[config.mk]
export PLATFORM = sky130hd
export DESIGN_NAME = ccp_ctrl
export DESIGN_NICKNAME = d
export VERILOG_FILES = /design/src/hdl/ccp_pkg.sv /design/src/hdl/ccp_ctrl.sv
export SDC_FILE = /design/constraint.sdc
export NUM_CORES = 1
export LEC_CHECK = 0
export BUFFER_PORTS_ARGS = -buffer_cell sky130_fd_sc_hd__buf_2
export CAP_MARGIN = 20
export CORE_MARGIN = 2
export CORE_UTILIZATION = 55
export DETAILED_ROUTE_END_ITERATION = 10
export MAX_ROUTING_LAYER = met4
export PLACE_DENSITY = 0.89
export SYNTH_ARGS = -nofsm -noshare
export SYNTH_HDL_FRONTEND = slang
export SYNTH_SLANG_ARGS = --single-unit
[constraint.sdc]
create_clock -name clk -period 5.1 [get_ports clk]
set_input_delay 0.255 -clock clk [delete_from_list [all_inputs] [get_ports clk]]
set_output_delay 0.255 -clock clk [all_outputs]
set_load 0.02 [all_outputs]
[src/hdl/ccp_pkg.sv]
// package: register map, field layout and carriers for the codec path protection control
package ccp_pkg;

	localparam int ADDR_W = 7;
	localparam int DATA_W = 8;
	localparam int NUM_DRV = 4;

	// register offsets
	localparam logic [ADDR_W-1:0] OFS_HEADSET_TYPE = 7'h0D;
	localparam logic [ADDR_W-1:0] OFS_MIC_BIAS = 7'h19;
	localparam logic [ADDR_W-1:0] OFS_CONV_PWR = 7'h25;
	localparam logic [ADDR_W-1:0] OFS_DRV_SHORT_CFG = 7'h26;
	localparam logic [ADDR_W-1:0] OFS_DRV_POWER = 7'h33;
	localparam logic [ADDR_W-1:0] OFS_SHORT_STATUS = 7'h5F;
	localparam logic [ADDR_W-1:0] OFS_REC_ROUTE = 7'h6B;
	localparam logic [ADDR_W-1:0] OFS_BYPASS_SW = 7'h6C;

	// reset values
	localparam logic [DATA_W-1:0] RST_HEADSET_CTRL = 8'h00;
	localparam logic [DATA_W-1:0] RST_MIC_BIAS = 8'h00;
	localparam logic [DATA_W-1:0] RST_CONV_PWR = 8'h00;
	localparam logic [DATA_W-1:0] RST_DRV_SHORT_CFG = 8'h00;
	localparam logic [DATA_W-1:0] RST_DRV_POWER = 8'h00;
	localparam logic [DATA_W-1:0] RST_REC_ROUTE = 8'h00;
	localparam logic [DATA_W-1:0] RST_BYPASS_SW = 8'h00;

	// headset_type_status fields
	localparam int HS_DET_EN = 7;
	localparam int HS_TYPE_LSB = 5;
	localparam int HS_AC_COUPLED = 4;
	localparam int HS_PLUG = 0;
	localparam logic [DATA_W-1:0] HS_RW_MASK = 8'h90;
	// mic_bias_select field
	localparam int MB_MODE_LSB = 6;
	// converter_power_ctrl fields
	localparam int CP_DAC_L = 7;
	localparam int CP_DAC_R = 6;
	// driver_short_config fields
	localparam int SC_DET_EN = 2;
	localparam int SC_AUTO_PD = 1;
	// short_circuit_status: live protection in upper nibble, flags in lower
	localparam int SS_LIVE_LSB = 4;
	localparam int SS_FLAG_LSB = 0;
	// record_filter_route field
	localparam int RR_FILT_EN = 3;
	// passive_bypass_switches fields
	localparam int BP_L_POS_IN1 = 0;
	localparam int BP_L_NEG_IN1 = 1;
	localparam int BP_L_POS_IN2 = 2;
	localparam int BP_L_NEG_IN2 = 3;
	localparam int BP_R_POS_IN1 = 4;
	localparam int BP_R_NEG_IN1 = 5;
	localparam int BP_R_POS_IN2 = 6;
	localparam int BP_R_NEG_IN2 = 7;

	// coefficient page shared by playback and reused record filters
	localparam logic [1:0] COEF_PAGE_PLAYBACK = 2'h1;
	localparam int DEBOUNCE_CYCLES = 16;

	typedef enum logic [1:0] {
		CCP_BIAS_OFF = 2'h0,
		CCP_BIAS_2V0 = 2'h1,
		CCP_BIAS_2V5 = 2'h2,
		CCP_BIAS_SUPPLY = 2'h3
	} ccp_bias_mode_t;

	typedef enum logic [1:0] {
		CCP_HS_NONE = 2'h0,
		CCP_HS_STEREO = 2'h1,
		CCP_HS_MONO = 2'h2,
		CCP_HS_HEADSET = 2'h3
	} ccp_hs_type_t;

	typedef struct packed {
		logic wr;
		logic rd;
		logic [ADDR_W-1:0] addr;
		logic [DATA_W-1:0] wdata;
	} ccp_bus_req_t;

	typedef struct packed {
		logic power_en;
		logic level_2v5;
		logic to_analog_supply_rail;
	} ccp_bias_ctrl_t;

	typedef struct packed {
		logic left_pos_default_switch;
		logic left_pos_input1_switch;
		logic left_pos_input2_switch;
		logic left_neg_default_switch;
		logic left_neg_input1_switch;
		logic left_neg_input2_switch;
		logic right_pos_default_switch;
		logic right_pos_input1_switch;
		logic right_pos_input2_switch;
		logic right_neg_default_switch;
		logic right_neg_input1_switch;
		logic right_neg_input2_switch;
	} ccp_switch_t;

	typedef struct packed {
		logic plug;
		logic mic;
		logic mono;
	} ccp_jack_sense_t;

endpackage

[src/hdl/ccp_ctrl.sv]
// control logic: mic bias, driver short protection, jack detection, bypass and record routing
`timescale 1ns/1ps

// Operation
// - software picks mic bias as 2.0 V, 2.5 V, supply rail or off.
// - shorted driver limits current; status register shows live protection state.
// - with short detection and auto-shutdown both enabled, a shorted driver powers itself down.
// - shut driver stays off, flag held, until software turns it off then on.
// - detect plug insertion, classify headset type, report type in a register.
// - with ac-coupled drivers, mono versus stereo is not told apart.
// - bit 0 closes left positive input1 switch, opens left positive default.
// - bit 2 closes left positive input2 switch, opens left positive default.
// - bit 1 closes left negative input1 switch, opens left negative default.
// - bit 3 closes left negative input2 switch, opens left negative default.
// - bit 4 closes right positive input1 switch, opens right positive default.
// - bit 6 closes right positive input2 switch, opens right positive default.
// - bit 7 closes right negative input2 switch, opens right negative default.
// - record filter enable routes ADC through playback filters only with DACs down.
// - reused filters take coefficients from the playback coefficient locations.
module ccp_ctrl #(
	parameter int NUM_DRV = ccp_pkg::NUM_DRV,
	parameter int DEBOUNCE_CYCLES = ccp_pkg::DEBOUNCE_CYCLES
) (
	input wire logic clk,
	input wire logic rst_n,
	input ccp_pkg::ccp_bus_req_t bus_req,
	output logic [ccp_pkg::DATA_W-1:0] rdata,
	input wire logic [NUM_DRV-1:0] drv_short_sense,
	input ccp_pkg::ccp_jack_sense_t jack_sense,
	output logic [NUM_DRV-1:0] drv_power_en,
	output logic [NUM_DRV-1:0] drv_current_limit,
	output ccp_pkg::ccp_bias_ctrl_t mic_bias,
	output ccp_pkg::ccp_switch_t line_switches,
	output logic dac_left_power_en,
	output logic dac_right_power_en,
	output logic record_dsp_route_switch,
	output logic [1:0] filt_coef_page
);
	import ccp_pkg::*;

	localparam int DB_W = $clog2(DEBOUNCE_CYCLES + 1);
	localparam logic [DB_W-1:0] DB_LAST = DB_W'(DEBOUNCE_CYCLES);

	typedef struct packed {
		logic [DATA_W-1:0] hs_ctrl;
		logic [DATA_W-1:0] mic_bias;
		logic [DATA_W-1:0] conv_pwr;
		logic [DATA_W-1:0] short_cfg;
		logic [DATA_W-1:0] drv_pwr;
		logic [DATA_W-1:0] rec_route;
		logic [DATA_W-1:0] bypass;
		logic [NUM_DRV-1:0] short_meta;
		logic [NUM_DRV-1:0] short_sync;
		logic [2:0] jack_meta;
		logic [2:0] jack_sync;
		logic [2:0] jack_prev;
		logic [DB_W-1:0] db_cnt;
		logic plug;
		ccp_hs_type_t hs_type;
		logic [NUM_DRV-1:0] short_flag;
		logic [NUM_DRV-1:0] off_seen;
		logic [DATA_W-1:0] rdata;
	} ccp_state_t;

	logic rst_meta_q;
	logic rst_sync_n_q;
	ccp_state_t s_q;
	ccp_state_t s_d;
	logic [NUM_DRV-1:0] drv_on;
	logic [NUM_DRV-1:0] live_prot;
	logic [DATA_W-1:0] short_status;
	logic [DATA_W-1:0] hs_status;
	logic rec_route_on;
	logic det_en;
	logic ac_coupled;
	logic short_det_en;
	logic auto_pd_en;
	logic rec_filt_req;
	ccp_bias_mode_t bias_mode;
	ccp_hs_type_t hs_class;

	// reset release through two flops, assertion stays asynchronous
	always_ff @(posedge clk or negedge rst_n) begin
		if (!rst_n) begin
			rst_meta_q <= 1'b0;
			rst_sync_n_q <= 1'b0;
		end else begin
			rst_meta_q <= 1'b1;
			rst_sync_n_q <= rst_meta_q;
		end
	end

	always_comb begin
		// named views of the control fields read below
		det_en = s_q.hs_ctrl[HS_DET_EN];
		ac_coupled = s_q.hs_ctrl[HS_AC_COUPLED];
		short_det_en = s_q.short_cfg[SC_DET_EN];
		auto_pd_en = s_q.short_cfg[SC_AUTO_PD];
		rec_filt_req = s_q.rec_route[RR_FILT_EN];
		bias_mode = ccp_bias_mode_t'(s_q.mic_bias[MB_MODE_LSB +: 2]);
		// a flagged driver stays off until software cycles its power bit
		for (int i = 0; i < NUM_DRV; i++) begin
			drv_on[i] = s_q.drv_pwr[i] & ~s_q.short_flag[i];
			live_prot[i] = s_q.short_sync[i] & s_q.drv_pwr[i];
		end
		short_status = '0;
		short_status[SS_LIVE_LSB +: NUM_DRV] = live_prot;
		short_status[SS_FLAG_LSB +: NUM_DRV] = s_q.short_flag;
		hs_status = s_q.hs_ctrl & HS_RW_MASK;
		hs_status[HS_TYPE_LSB +: 2] = s_q.hs_type;
		hs_status[HS_PLUG] = s_q.plug;
		// the pathway stays closed while either playback converter is powered
		rec_route_on = rec_filt_req & ~s_q.conv_pwr[CP_DAC_L] & ~s_q.conv_pwr[CP_DAC_R];
	end

	// classification of a settled contact pattern
	always_comb begin
		if (!s_q.jack_sync[2]) begin
			hs_class = CCP_HS_NONE;
		end else if (s_q.jack_sync[1]) begin
			hs_class = CCP_HS_HEADSET;
		end else if (s_q.jack_sync[0] && !ac_coupled) begin
			hs_class = CCP_HS_MONO;
		end else begin
			// ac-coupled wiring cannot separate mono from stereo plugs
			hs_class = CCP_HS_STEREO;
		end
	end

	always_comb begin
		s_d = s_q;

		// two-flop synchronisers for the analog comparators and jack contacts
		s_d.short_meta = drv_short_sense;
		s_d.short_sync = s_q.short_meta;
		s_d.jack_meta = {jack_sense.plug, jack_sense.mic, jack_sense.mono};
		s_d.jack_sync = s_q.jack_meta;

		// register writes; read-only locations ignore writes
		if (bus_req.wr) begin
			unique case (bus_req.addr)
				OFS_HEADSET_TYPE: begin
					s_d.hs_ctrl = bus_req.wdata & HS_RW_MASK;
				end
				OFS_MIC_BIAS: begin
					s_d.mic_bias = bus_req.wdata;
				end
				OFS_CONV_PWR: begin
					s_d.conv_pwr = bus_req.wdata;
				end
				OFS_DRV_SHORT_CFG: begin
					s_d.short_cfg = bus_req.wdata;
				end
				OFS_DRV_POWER: begin
					s_d.drv_pwr = bus_req.wdata;
				end
				OFS_REC_ROUTE: begin
					s_d.rec_route = bus_req.wdata;
				end
				OFS_BYPASS_SW: begin
					s_d.bypass = bus_req.wdata;
				end
				default: begin
					s_d.hs_ctrl = s_q.hs_ctrl;
				end
			endcase
		end

		// short flags: an off command arms the clear, the following on command clears
		for (int i = 0; i < NUM_DRV; i++) begin
			if (s_q.short_flag[i] && !s_q.drv_pwr[i]) begin
				s_d.off_seen[i] = 1'b1;
			end
			if (s_q.short_flag[i] && s_q.off_seen[i] && s_q.drv_pwr[i]) begin
				s_d.short_flag[i] = 1'b0;
				s_d.off_seen[i] = 1'b0;
			end
			if (!s_q.short_flag[i]) begin
				s_d.off_seen[i] = 1'b0;
			end
			// a short sensed in the clearing cycle keeps the flag set
			if (live_prot[i] && short_det_en && auto_pd_en) begin
				s_d.short_flag[i] = 1'b1;
				s_d.off_seen[i] = s_q.off_seen[i] & s_q.short_flag[i] & ~s_q.drv_pwr[i];
			end
		end

		// jack detection: contacts must hold still for the debounce time
		s_d.jack_prev = s_q.jack_sync;
		if (!det_en) begin
			s_d.db_cnt = '0;
			s_d.plug = 1'b0;
			s_d.hs_type = CCP_HS_NONE;
		end else if (s_q.jack_sync != s_q.jack_prev) begin
			s_d.db_cnt = '0;
		end else if (s_q.db_cnt != DB_LAST) begin
			s_d.db_cnt = s_q.db_cnt + DB_W'(1);
		end else begin
			s_d.plug = s_q.jack_sync[2];
			s_d.hs_type = hs_class;
		end

		// read data stands only in the cycle after the read strobe
		s_d.rdata = '0;
		if (bus_req.rd) begin
			unique case (bus_req.addr)
				OFS_HEADSET_TYPE: begin
					s_d.rdata = hs_status;
				end
				OFS_MIC_BIAS: begin
					s_d.rdata = s_q.mic_bias;
				end
				OFS_CONV_PWR: begin
					s_d.rdata = s_q.conv_pwr;
				end
				OFS_DRV_SHORT_CFG: begin
					s_d.rdata = s_q.short_cfg;
				end
				OFS_DRV_POWER: begin
					s_d.rdata = s_q.drv_pwr;
				end
				OFS_SHORT_STATUS: begin
					s_d.rdata = short_status;
				end
				OFS_REC_ROUTE: begin
					s_d.rdata = s_q.rec_route;
				end
				OFS_BYPASS_SW: begin
					s_d.rdata = s_q.bypass;
				end
				default: begin
					s_d.rdata = '0;
				end
			endcase
		end
	end

	always_ff @(posedge clk or negedge rst_sync_n_q) begin
		if (!rst_sync_n_q) begin
			s_q.hs_ctrl <= RST_HEADSET_CTRL;
			s_q.mic_bias <= RST_MIC_BIAS;
			s_q.conv_pwr <= RST_CONV_PWR;
			s_q.short_cfg <= RST_DRV_SHORT_CFG;
			s_q.drv_pwr <= RST_DRV_POWER;
			s_q.rec_route <= RST_REC_ROUTE;
			s_q.bypass <= RST_BYPASS_SW;
			s_q.short_meta <= '0;
			s_q.short_sync <= '0;
			s_q.jack_meta <= '0;
			s_q.jack_sync <= '0;
			s_q.jack_prev <= '0;
			s_q.db_cnt <= '0;
			s_q.plug <= 1'b0;
			s_q.hs_type <= CCP_HS_NONE;
			s_q.short_flag <= '0;
			s_q.off_seen <= '0;
			s_q.rdata <= '0;
		end else begin
			s_q <= s_d;
		end
	end

	assign rdata = s_q.rdata;
	assign drv_power_en = drv_on;
	// limiting is always on in hardware; the output mirrors live protection
	assign drv_current_limit = live_prot;

	// bias mode decode
	always_comb begin
		mic_bias = '0;
		unique case (bias_mode)
			CCP_BIAS_OFF: begin
				mic_bias = '0;
			end
			CCP_BIAS_2V0: begin
				mic_bias.power_en = 1'b1;
			end
			CCP_BIAS_2V5: begin
				mic_bias.power_en = 1'b1;
				mic_bias.level_2v5 = 1'b1;
			end
			CCP_BIAS_SUPPLY: begin
				// the supply switch bypasses the bandgap generator, which stays off
				mic_bias.to_analog_supply_rail = 1'b1;
			end
		endcase
	end

	// each bit is a live level; two closures on one pin are not blocked here
	always_comb begin
		line_switches.left_pos_input1_switch = s_q.bypass[BP_L_POS_IN1];
		line_switches.left_pos_input2_switch = s_q.bypass[BP_L_POS_IN2];
		line_switches.left_pos_default_switch = ~(s_q.bypass[BP_L_POS_IN1] | s_q.bypass[BP_L_POS_IN2]);
		line_switches.left_neg_input1_switch = s_q.bypass[BP_L_NEG_IN1];
		line_switches.left_neg_input2_switch = s_q.bypass[BP_L_NEG_IN2];
		line_switches.left_neg_default_switch = ~(s_q.bypass[BP_L_NEG_IN1] | s_q.bypass[BP_L_NEG_IN2]);
		line_switches.right_pos_input1_switch = s_q.bypass[BP_R_POS_IN1];
		line_switches.right_pos_input2_switch = s_q.bypass[BP_R_POS_IN2];
		line_switches.right_pos_default_switch = ~(s_q.bypass[BP_R_POS_IN1] | s_q.bypass[BP_R_POS_IN2]);
		line_switches.right_neg_input1_switch = s_q.bypass[BP_R_NEG_IN1];
		line_switches.right_neg_input2_switch = s_q.bypass[BP_R_NEG_IN2];
		line_switches.right_neg_default_switch = ~(s_q.bypass[BP_R_NEG_IN1] | s_q.bypass[BP_R_NEG_IN2]);
	end

	assign dac_left_power_en = s_q.conv_pwr[CP_DAC_L];
	assign dac_right_power_en = s_q.conv_pwr[CP_DAC_R];
	assign record_dsp_route_switch = rec_route_on;
	// coefficient addressing never moves: record reuse reads the playback bank
	assign filt_coef_page = COEF_PAGE_PLAYBACK;

endmodule

==> results.ini <==
[outcome]
status=completed

[floorplan]
die_area_sq_mm=0.00803
rows=31
ios=62
die_h_um=89.6
initial_core_util_pct=56.2
core_region_area_sq_mm=0.00718
die_w_um=89.6

[grt]
grt_max_degree=92
gr-usage-all-layers_pct=23.6
grt_pass1_vias=2656
grt-ovfl-total=0
grt_pass1_wl_mm=13.5
antenna_found_initial=0

[sta]
rsz0062_at_grt=false
fmax_mhz=508
slew_viol_final=0
hold_violations=0
setup_viol=0
fin_skew_ps=9.15
period_share_pct=38.6
hold_ws_ps=196
slew-limit-headroom_pct=25.4
min_period_ps=1970
tightest_slew_ps=1110
tns_ps=0

[setup_path]
end_kind=register
cp_slowest_cell=nor2b_1
worstPathCellList=buf_2 > nor2b_1 > and3b_1 > nand3_1 > mux2_2
critPathKind=primary input to register
critPathMaxStageDelay_ps=530
r2r_setup_slack_ps=3310
cp.arrival_ps=2200
cp_max_fo=10
cp.required_ps=5340
ff2ff_path_depth=7
cp-start-kind=primary input

[final_layout]
num_antenna_cells=0
nNetsFinal=392
multi_input_area_sq_mm=0.00150
areaGrowthSynthToFinish_pct=13.8
drive_above_1_share_pct=36.2
finalInstanceArea_sq_mm=0.00459
fillers=512
seqCellArea_sq_mm=0.00233

[clocking]
cts.repair.resized=0
clk_latency_ps=350
cts_tree=done
clk_pin_slew_ps=90
cts_buffer_depth=2
numCtsBuffers=9
cts_root_buffer=clkbuf_8
cts.sinks=93
h-tree-depth=3

[logic_synthesis]
ys.flop_type=dfrtp_1
ys_seq_area_share_pct=57.7
yosysUniqueCellTypes=38
yosysWarnings=0
postSynth.asyncResetShare_pct=100
synth_edf_count=0
syn_inst=307
synth-seq-cells=93
avgSynthCellArea_sq_um=13.1
synth_area_sq_mm=0.00403

[route]
vias=2738
ant_nets=0
totalWireLength_mm=8.54
drcViolationCount=0
dr.pass1.iters=5
drt_iter0_markers=369
vias_per_cell=5.88
wl_per_cell_um=18.3

[placed_design]
placedInstanceArea_sq_mm=0.00427
gp_congestion=0.848
portBuffers=59
hpwl_mm=5.76

[pwr]
p_leak_nw=2.22
peakVddDrop_mv=0.188
power.density_mw_per_mm2=318

[flow_run]
drv_cap=0

[min_path]
hp-class=register to asynchronous set/reset pin

sequential cells by signal, indices dropped and copies added (netlist names), 2 cells and up:
| signal | cells |
|---|---|
| hs_status | 3 |
| bias_mode | 2 |
| line_switches | 8 |
| s_q | 54 |
| s_d | 10 |
| rdata | 8 |
stage by stage:
| stage | setup WS (ps) | std cells | util [%] | power [mW] |
|---|---|---|---|---|
| 2_1_floorplan | 2320 | 308 | - | 0.913 |
| 3_3_place_gp | 2950 | 441 | 59.5 | 0.954 |
| 3_5_place_dp | 2870 | 441 | 59.5 | 0.961 |
| 4_1_cts | 3190 | 465 | 63.5 | 1.46 |
| 5_1_grt | 3050 | 466 | 63.9 | 1.52 |
| 6_report | 3130 | 466 | 63.9 | 1.46 |
Yosys cell counts, types with 3 or more instances:
| master | n | share of area (%) |
|---|---|---|
| buf_6 | 3 | 0.84 |
| mux2_2 | 50 | 14 |
| nand3_1 | 5 | 0.62 |
| a21oi_1 | 6 | 0.75 |
| ha_1 | 4 | 1.2 |
| a222oi_1 | 7 | 1.7 |
| nor3_1 | 4 | 0.50 |
| and3b_1 | 3 | 0.65 |
| a22o_1 | 10 | 2.2 |
| and2_1 | 5 | 0.78 |
| inv_1 | 5 | 0.47 |
| a31oi_1 | 6 | 0.93 |
| xor2_1 | 5 | 1.1 |
| nor2b_1 | 10 | 1.6 |
| dfrtp_1 | 93 | 58 |
| nand4_1 | 3 | 0.47 |
| nand2_1 | 18 | 1.7 |
| a32o_1 | 4 | 0.99 |
| a22oi_1 | 12 | 2.2 |
| buf_4 | 18 | 3.4 |
| nor2_1 | 13 | 1.2 |
power breakdown:
part           internal (mW)  total [mW]  switching [mW]
Sequential             0.778       0.813          0.0351
Combinational         0.0617       0.142          0.0806
Clock                  0.254       0.504           0.250
Total                   1.09        1.46           0.366
layer usage:
| metal | wire length (um) | GRT usage, % | share of wire (%) | vias up |
|---|---|---|---|---|
| li1 | - | - | - | 1211 |
| met3 | 678 | 6.40 | 7.9 | 12 |
| met1 | 3580 | 31.2 | 42 | 1391 |
| met2 | 4130 | 35.2 | 48 | 124 |
| met5 | 0 | - | 0 | - |
| met4 | 144 | 8.96 | 1.7 | 0 |
layout make-up:
type / instances / share of cell area [%]
Clock buffer: 11 / 3.30
Clock inverter: 5 / 1.23
Inverter: 5 / 0.409
Multi-Input combinational cell: 185 / 32.7
Sequential cell: 93 / 50.8
Tap cell: 99 / 2.70
Timing Repair Buffer: 68 / 8.79
path summary, 6_finish.rpt:
path                                   start           end
worst min-delay path            rst_sync_n_q       s_d[29]
worst max register to register       s_q[19]  hs_status[5]
max in group asynchronous       rst_sync_n_q       s_q[69]
min in group clk                 bus_req[15]      rdata[0]
worst max-delay path             bus_req[10]       s_q[76]
worst min register to register  rst_sync_n_q       s_d[29]
logic make-up (layout without fill, tap and decap cells):
family / Yosys count / after routing / share of synthesized area, %
DFF: 93 / 93 / 57.7
and+or+nand+nor: 70 / 70 / 10.0
muxes: 51 / 51 / 14.2
AOI/OAI and AO/OA: 50 / 50 / 9.97
buffers and inverters: 30 / 89 / 5.09
xor gates and xnor gates: 7 / 7 / 1.52
adders and majority gates: 4 / 4 / 1.24
other: 2 / 3 / 0.186
critical path: cells and delay by family:
| kind | cells | cell delay, ps |
|---|---|---|
| mux | 1 | 410 |
| buf+inv | 1 | 130 |
| simple gates | 3 | 1410 |
cell usage in the layout, fill, tap and decap left out, types with 6 or more instances in the layout:
cell,count
a222oi_1,7
dlygate4sd3_1,8
dfrtp_1,92
nor2_1,13
clkbuf_8,11
nor2b_1,10
a31oi_1,6
a22oi_1,12
buf_2,59
a21oi_1,6
nand2_1,18
mux2_2,50
a22o_1,10
repair_timing:
action / in CTS / in global routing
setup buffers: 0 / 0
endpoints found under the hold margin: 9 / 0
hold buffers: 8 / 0
Note: power is estimated with default switching activity, not from simulation.
